--- config.mk ---
export PLATFORM = sky130hd
export DESIGN_NAME = sadc_top
export DESIGN_NICKNAME = d
export VERILOG_FILES = /design/src/design/sadc_pkg.sv /design/src/design/sadc_sar_if.sv /design/src/design/sadc_sar_engine.sv /design/src/design/sadc_top.sv
export SDC_FILE = /design/constraint.sdc
export NUM_CORES = 1
export LEC_CHECK = 0
export BUFFER_PORTS_ARGS = -buffer_cell sky130_fd_sc_hd__buf_2
export CORE_AREA = 2 2 90 92
export DETAILED_ROUTE_END_ITERATION = 10
export DIE_AREA = 0 0 92 94
export PLACE_DENSITY = 0.77
export SETUP_SLACK_MARGIN = 0.4
export SLEW_MARGIN = 20
export SYNTH_ARGS = -nofsm -noshare
export SYNTH_HDL_FRONTEND = slang
export SYNTH_HIERARCHICAL = 1
export SYNTH_SLANG_ARGS = --single-unit
export TNS_END_PERCENT = 100
--- constraint.sdc ---
create_clock -name clk -period 5.9 [get_ports clk]
set_input_delay 1.475 -clock clk [delete_from_list [all_inputs] [get_ports clk]]
set_output_delay 1.475 -clock clk [all_outputs]
set_load 0.02 [all_outputs]
--- src/design/sadc_pkg.sv ---
package sadc_pkg;
    // Register addresses.
    localparam logic [15:0] ADDR_RESULT_WORD = 16'hff08;
    localparam logic [15:0] ADDR_RESULT_HIGH = 16'hff09;
    localparam logic [15:0] ADDR_CHANNEL_SELECT = 16'hff29;
    localparam logic [15:0] ADDR_MODE = 16'hff28;
    localparam logic [15:0] ADDR_RESULT_HIGH_BYTE = 16'hff1f;
    // Mode, channel and result register fields.
    localparam int MODE_CONV_RUN = 7;
    localparam int MODE_RATE_LSB = 3;
    localparam int MODE_REF_LSB = 1;
    localparam int MODE_COMPARATOR_ON = 0;
    localparam logic [7:0] MODE_WMASK = 8'hbf;
    localparam logic [7:0] MODE_RESET = 8'h00;
    localparam logic [7:0] CHANNEL_RESET = 8'h00;
    localparam logic [2:0] CHANNEL_WMASK = 3'h7;
    localparam logic [15:0] RESULT_RESET = 16'h0000;
    localparam int RESULT_BITS = 10;
    localparam int RESULT_PAD = 6;
    // Conversion sequencing.
    localparam logic [2:0] RATE_MAX = 3'h5;
    localparam logic [5:0] CONV_CLKS_REF0 = 6'h16;
    localparam logic [5:0] CONV_CLKS_REF1 = 6'h28;
    localparam logic [5:0] COMPARE_STEPS = 6'h0a;
    localparam logic [3:0] DIV_12 = 4'hc;
    localparam logic [3:0] DIV_8 = 4'h8;
    localparam logic [3:0] DIV_6 = 4'h6;
    localparam logic [3:0] DIV_4 = 4'h4;
    localparam logic [3:0] DIV_3 = 4'h3;
    localparam logic [3:0] DIV_2 = 4'h2;
endpackage

--- src/design/sadc_sar_if.sv ---
`timescale 1ns/1ns
`default_nettype none
interface sadc_sar_if;
    logic run;
    logic [3:0] div;
    logic [5:0] nconv;
    logic cmp_hi;
    logic [9:0] trial;
    logic sampling;
    logic done;
    logic [9:0] result;
    modport ctl (output run, output div, output nconv, output cmp_hi,
                 input trial, input sampling, input done, input result);
    modport eng (input run, input div, input nconv, input cmp_hi,
                 output trial, output sampling, output done, output result);
endinterface
`default_nettype wire

--- src/design/sadc_sar_engine.sv ---
`timescale 1ns/1ns
`default_nettype none
module sadc_sar_engine
    import sadc_pkg::*;
(
    // Clock and reset.
    input wire logic clk,
    input wire logic sys_rst,
    // Controller side.
    sadc_sar_if.eng sar
);
    typedef struct packed {
        logic [3:0] pre;
        logic [5:0] step;
        logic [9:0] approx;
        logic done;
        logic [9:0] result;
    } sadc_eng_type;

    sadc_eng_type st_ff;
    sadc_eng_type nxt_st;
    logic tick;
    logic [5:0] cmp_start;
    logic [3:0] bit_idx;
    logic comparing;

    ////////////////////////////////////////////////////////////////////////////////
    always_comb
    begin
        tick = (st_ff.pre == sar.div - 4'h1);
        cmp_start = sar.nconv - COMPARE_STEPS;
        comparing = (st_ff.step >= cmp_start);
        bit_idx = 4'h9 - 4'(st_ff.step - cmp_start);
        nxt_st = st_ff;
        nxt_st.done = 1'b0;
        if (!sar.run)
        begin
            // Stopping or a control write discards the conversion in flight.
            nxt_st.pre = 4'h0;
            nxt_st.step = 6'h0;
            nxt_st.approx = 10'h000;
        end
        else if (!tick)
        begin
            nxt_st.pre = st_ff.pre + 4'h1;
        end
        else
        begin
            nxt_st.pre = 4'h0;
            nxt_st.step = st_ff.step + 6'h1;
            if (comparing)
            begin
                nxt_st.approx[bit_idx] = sar.cmp_hi;
                if (bit_idx == 4'h0)
                begin
                    nxt_st.result = {st_ff.approx[9:1], sar.cmp_hi};
                    nxt_st.done = 1'b1;
                    nxt_st.step = 6'h0;
                    nxt_st.approx = 10'h000;
                end
            end
        end
    end

    always_ff @(posedge clk)
    begin
        if (sys_rst)
        begin
            st_ff <= '0;
        end
        else
        begin
            st_ff <= nxt_st;
        end
    end

    assign sar.trial = comparing ? (st_ff.approx | (10'h001 << bit_idx)) : 10'h000;
    assign sar.sampling = sar.run && !comparing;
    assign sar.done = st_ff.done;
    assign sar.result = st_ff.result;
endmodule
`default_nettype wire

--- src/design/sadc_top.sv ---
// How it works
// Reference 00: rate codes 0-5 divide by 12,8,6,4,3,2; 264..44 clocks.
// Reference 01: same dividers, conversion times 480..80 clocks.
// Software stops conversion before changing rate or reference fields.
// Software keeps conversion clock within its voltage-dependent range.
// Result word holds 10 bits left-justified, low 6 bits zero.
// Upper 8 bits at high byte, lower 2 bits top of low byte.
// Each conversion end loads the approximation value into the result.
// Result word is read only as 16-bit access, resets to zero.
// Result high byte mirrors upper 8 result bits, updated each completion.
// Result high byte reads with 8-bit access, resets to zero.
// Writing mode or channel may spoil result; read result before.
// Result reads and channel writes insert one bus wait cycle.
// Channel register resets zero, bit/byte writable, 3-bit binary channel code.
// Software writes zero to channel register bits 3 to 7.
// Six-input variant: software avoids channel codes 110 and 111.
// Conversion-done interrupt request pulses at every completion.
// Conversions repeat while run bit set; clearing it stops them.
// Approximation resolves bit 9 down to bit 0, one per comparison.
// Sequence uses 22 conversion clocks (range 00) or 40 (range 01).
// Illegal rate or reference codes fall back to nearest legal setting.
`timescale 1ns/1ns
`default_nettype none
module sadc_top
    import sadc_pkg::*;
(
    // Clock and reset.
    input wire logic clk,
    input wire logic sys_rst,
    // Memory-mapped register access.
    input wire logic bus_req,
    input wire logic bus_we,
    input wire logic bus_size16,
    input wire logic [15:0] bus_addr,
    input wire logic [7:0] bus_wdata,
    input wire logic [7:0] bus_wmask,
    output logic bus_ready,
    output logic [15:0] bus_rdata,
    // Analog front end.
    input wire logic comparator_hi,
    output logic [2:0] channel_code,
    output logic sample_hold,
    output logic [9:0] tap_code,
    output logic comparator_on,
    // Events.
    output logic conv_done_irq
);
    typedef struct packed {
        logic [7:0] mode;
        logic [2:0] chan;
        logic [9:0] result;
        logic waited;
        logic [15:0] rdata;
    } sadc_top_type;

    sadc_top_type st_ff;
    sadc_top_type nxt_st;
    sadc_sar_if sar ();
    logic [2:0] rate;
    logic ref_low;
    logic needs_wait;
    logic take;
    logic wr_mode;
    logic wr_chan;
    logic sel_word;
    logic sel_high;
    logic sel_mode;
    logic sel_chan;
    logic [15:0] rd_value;

    sadc_sar_engine u_engine (
        .clk(clk),
        .sys_rst(sys_rst),
        .sar(sar)
    );

    ////////////////////////////////////////////////////////////////////////////////
    // Conversion clock selection.
    always_comb
    begin
        rate = st_ff.mode[MODE_RATE_LSB +: 3];
        // Codes past the table run at the fastest divider; no accuracy is promised there.
        if (rate > RATE_MAX)
        begin
            rate = RATE_MAX;
        end
        // Any nonzero reference code is treated as the low range.
        ref_low = |st_ff.mode[MODE_REF_LSB +: 2];
        case (rate)
            3'h0: sar.div = DIV_12;
            3'h1: sar.div = DIV_8;
            3'h2: sar.div = DIV_6;
            3'h3: sar.div = DIV_4;
            3'h4: sar.div = DIV_3;
            default: sar.div = DIV_2;
        endcase
        sar.nconv = ref_low ? CONV_CLKS_REF1 : CONV_CLKS_REF0;
    end

    ////////////////////////////////////////////////////////////////////////////////
    // Address decode and wait insertion.
    always_comb
    begin
        sel_word = (bus_addr == ADDR_RESULT_WORD);
        sel_high = (bus_addr == ADDR_RESULT_HIGH_BYTE);
        sel_mode = (bus_addr == ADDR_MODE);
        sel_chan = (bus_addr == ADDR_CHANNEL_SELECT);
        needs_wait = (!bus_we && (sel_word || sel_high)) || (bus_we && sel_chan);
        bus_ready = !(needs_wait && !st_ff.waited);
        take = bus_req && bus_ready;
        wr_mode = take && bus_we && sel_mode;
        wr_chan = take && bus_we && sel_chan;
    end

    ////////////////////////////////////////////////////////////////////////////////
    // Read data selection. A result read of the wrong width returns zero rather
    // than half a result, which software could mistake for a small reading.
    always_comb
    begin
        rd_value = RESULT_RESET;
        if (sel_word)
        begin
            if (bus_size16)
            begin
                rd_value = {st_ff.result, RESULT_PAD'(0)};
            end
        end
        else if (sel_high)
        begin
            if (!bus_size16)
            begin
                rd_value = {8'h00, st_ff.result[9:2]};
            end
        end
        else if (sel_mode)
        begin
            rd_value = {8'h00, st_ff.mode};
        end
        else if (sel_chan)
        begin
            rd_value = {13'h0000, st_ff.chan};
        end
    end

    ////////////////////////////////////////////////////////////////////////////////
    // Register updates.
    always_comb
    begin
        nxt_st = st_ff;
        // The wait flag lives for one cycle only, so every result read or channel write waits afresh.
        nxt_st.waited = bus_req && needs_wait && !st_ff.waited;
        if (wr_mode)
        begin
            nxt_st.mode = (st_ff.mode & ~(bus_wmask & MODE_WMASK))
                          | (bus_wdata & bus_wmask & MODE_WMASK);
        end
        if (wr_chan)
        begin
            // Upper bits are not stored so they always read back as zero.
            nxt_st.chan = (st_ff.chan & ~(bus_wmask[2:0] & CHANNEL_WMASK))
                          | (bus_wdata[2:0] & bus_wmask[2:0]);
        end
        if (sar.done)
        begin
            nxt_st.result = sar.result;
        end
        if (take && !bus_we)
        begin
            nxt_st.rdata = rd_value;
        end
    end

    always_ff @(posedge clk)
    begin
        if (sys_rst)
        begin
            st_ff.mode <= MODE_RESET;
            st_ff.chan <= CHANNEL_RESET[2:0];
            st_ff.result <= RESULT_RESET[15:6];
            st_ff.waited <= 1'b0;
            st_ff.rdata <= RESULT_RESET;
        end
        else
        begin
            st_ff <= nxt_st;
        end
    end

    ////////////////////////////////////////////////////////////////////////////////
    // Converter hookup. A mode or channel write restarts the running
    // conversion, so a result never mixes two channels or two rates.
    assign sar.run = st_ff.mode[MODE_CONV_RUN] && !wr_mode && !wr_chan;
    assign sar.cmp_hi = comparator_hi;
    assign bus_rdata = st_ff.rdata;
    assign channel_code = st_ff.chan;
    assign sample_hold = sar.sampling;
    assign tap_code = sar.trial;
    assign comparator_on = st_ff.mode[MODE_COMPARATOR_ON];
    assign conv_done_irq = sar.done;
endmodule
`default_nettype wire

==> flow_metrics.env <==
export IMPL_p_switching_w=0.000216
export IMPL_path_clk_slew_ns=0.08
export IMPL_hp_start="u_engine/st_ff[11]"
export IMPL_finalPower_w=0.000917
export IMPL_drv_cap=0
export IMPL_cts_resized=0
export IMPL_ys_ff_latch=68
export IMPL_synthFlopType="dfxtp_1"
export IMPL_setup_ws_ns=0.775
export IMPL_drc=0
export IMPL_cts_tree="done"
export IMPL_synth_common_cells="dfxtp_1 (68), nor2_1 (53), inv_1 (46)"
export IMPL_num_rows=32
export IMPL_p_int_w=0.000700
export IMPL_start_kind="flip-flop"
export IMPL_grt_util_met1_pct=26.9
export IMPL_start_util_pct=54.5
export IMPL_synth_most_common_cell="dfxtp_1"
export IMPL_p_leak_nw=1.67
export IMPL_synth_top_cell_by_area="dfxtp_1"
export IMPL_seq_power_share_pct=50.4
export IMPL_coreArea_um2=7610
export IMPL_hp_class="reg -> reg"
export IMPL_die_h_um=94
export IMPL_layout_cells_non_filler=615
export IMPL_antenna_found_initial=0
export IMPL_clock_sinks=68
export IMPL_ctsHoldBuffers=0
export IMPL_min_period_ns=5.12
export IMPL_crit_type="reg -> out"
export IMPL_post_cts_buffers=0
export IMPL_antennaDiodeCount=0
export IMPL_p_clk_share_pct=43.5
export IMPL_dieArea_um2=8650
export IMPL_ir_drop_uv=106
export IMPL_dp_cells=599
export IMPL_cts_htree_levels=3
export IMPL_dp_slack_ns=1.15
export IMPL_status="finished clean"
export IMPL_post_route_cell_area_um2=4510
export IMPL_synthTopCellsByArea="dfxtp_1 (33%), mux2i_1 (5.3%), buf_4 (5.2%), nor2_1 (4.8%), ha_1 (4.2%)"
export IMPL_antenna_left=0
export IMPL_first_pass_iters=4
export IMPL_switching_share_pct=23.6
export IMPL_grt_max_degree=53
export IMPL_cts_buffers=9
export IMPL_busiest_layer="met2"
export IMPL_slew_headroom_pct=22.3
export IMPL_synth_edf_count=0
export IMPL_area_growth_pct=8.78
export IMPL_gr_usage_met2_pct=36.2
export IMPL_die_w_um=92
export IMPL_first_global_vias=3184
export IMPL_vias=3411
export IMPL_wl_per_cell_um=14.6
export IMPL_postPlaceCellArea_um2=4300
export IMPL_synth_seq_area_share_pct=32.8
export IMPL_gr_total_overflow=0
export IMPL_max_freq_ghz=0.195
export IMPL_gr_usage_all_layers_pct=21.3
export IMPL_fin_crit_sh_pct=86.9
export IMPL_netlist_area_um2=4150
export IMPL_synth_distinct_cells=66
export IMPL_portBuffers=68
export IMPL_grt_pass1_wl_mm=14.8
export IMPL_endpoint_kind="primary output"
export IMPL_rsz0062_at_grt="false"
export IMPL_io_pin_count=71
export IMPL_report_final_hold_viol_count=0
export IMPL_dp_hpwl_mm=6.73
export IMPL_syn_avg_cell_area_um2=8.68
export IMPL_slew_violations=0
export IMPL_viasPerCell=5.55
export IMPL_critPathArrivalTime_ns=3.65
export IMPL_nNetsFinal=561
export IMPL_gp_routability_congestion=0.886
export IMPL_syn_inst=478
export IMPL_cts_max_path_buffers=2
export IMPL_grt_use_met3_pct=4.57
export IMPL_clock_latency_ns=0.35
export IMPL_cts_root_buffer="clkbuf_8"
export IMPL_wirelength_mm=9.00
export IMPL_setup_tns_ns=0
export IMPL_required_ns=4.43
export IMPL_p_per_area_nw_per_um2=203
export IMPL_cp_max_fo=8
export IMPL_yosysTopAreaCellShare_pct=32.8
export IMPL_final_layout_size_suffix_gt1_share_pct=24.0
export IMPL_setup_violations_final=0
export IMPL_skew_ns=0.0111
export IMPL_yosysWarnings=6
export IMPL_async_reset_ff_share_pct=0
export IMPL_comb_power_share_pct=6.2
export IMPL_tightest_slew_ns=1.17
export IMPL_drt_iter0_markers=146
worst max-delay path, cell delays in order, from the launching register on:
cell	delay (ns)
dfxtp_1	0.32
or2_2	0.37
inv_1	0.22
inv_1	0.07
ha_1	0.30
inv_1	0.05
ha_1	0.29
inv_1	0.06
fa_1	0.57
nor2b_1	0.31
nor3b_1	0.40
nor2_1	0.08
nor2_1	0.09
buf_2	0.17
area by class of cell:
cell class	instances	area [um^2]
timing repair buffer	68	340
sequential	68	1360
fill	705	3100
tap	102	128
clock inverter	5	60.1
clock buffer	11	151
inverter	46	173
multi-input combinational	315	2300
kinds of logic after synthesis:
logic type / Yosys count / synth area share (%)
compound gates: 88 / 16.9
xor+xnor: 17 / 4.28
fa+ha+maj: 15 / 4.71
buf+inv: 96 / 11.9
flops: 68 / 32.8
mux: 25 / 6.12
other cells: 1 / 0.0904
simple gates: 168 / 23.2
power by group through the flow:
| stage | registers (W) | clock network [W] | logic, W |
|---|---|---|---|
| 3_5_place_dp | 0.000472 | 0 | 0.0000556 |
| 2_1_floorplan | 0.000472 | 0 | 0.0000354 |
| 4_1_cts | 0.000461 | 0.000408 | 0.0000558 |
| 3_3_place_gp | 0.000472 | 0 | 0.0000545 |
| 6_report | 0.000462 | 0.000398 | 0.0000565 |
| 5_1_grt | 0.000461 | 0.000431 | 0.0000616 |
final timing paths:
kind	to	slack [ns]	cells after the start
hold / removal	u_engine/st_ff[11]	0.44	2
hold reg to reg	u_engine/st_ff[11]	0.44	2
setup reg to reg	u_engine/sar.result[0]	2.02	12
setup / recovery	tap_code[8]	0.78	13
cells in the final DEF, fill, tap and decap left out, types with 2 or more instances in the layout:
cell type,synthesis,routed
buf_2,6,68
o311ai_0,2,2
and2_1,2,2
a31oi_1,3,3
nor2b_1,4,4
nor4_1,2,2
a21o_1,2,2
nor4_4,2,2
mux2i_1,22,22
conb_1,1,2
nor2_2,2,2
o21ai_0,2,2
nor3_1,7,7
and3_1,7,7
nand4_1,23,23
xnor2_1,11,11
a31o_2,6,6
dfxtp_1,68,68
o22ai_2,10,10
inv_1,46,46
mux2_2,3,3
nor2_1,53,53
o41ai_1,4,4
ha_1,14,14
nand3_1,9,9
o31ai_1,9,9
a32oi_1,6,6
a311o_1,4,4
xor2_1,4,4
clkinv_4,0,2
nand2b_1,25,25
clkbuf_8,0,11
nor3b_1,3,3
and4_1,5,5
nand2_1,11,11
a21oi_1,28,28
metal layers:
layer / routed length [um] / part of all wire [%] / vias up
li1: - / - / 1722
met1: 4040 / 45 / 1584
met2: 4340 / 48 / 94
met3: 462 / 5.1 / 11
met4: 153 / 1.7 / 0
met5: 0 / 0 / -
stage by stage:
stage | hold WS (ns) | utilization [%]
2_1_floorplan | 0.409 | -
3_3_place_gp | 0.418 | 56.5
3_5_place_dp | 0.431 | 56.5
4_1_cts | 0.442 | 59.3
5_1_grt | 0.474 | 59.3
6_report | 0.445 | 59.3
Note: power is estimated with default switching activity, not from simulation.
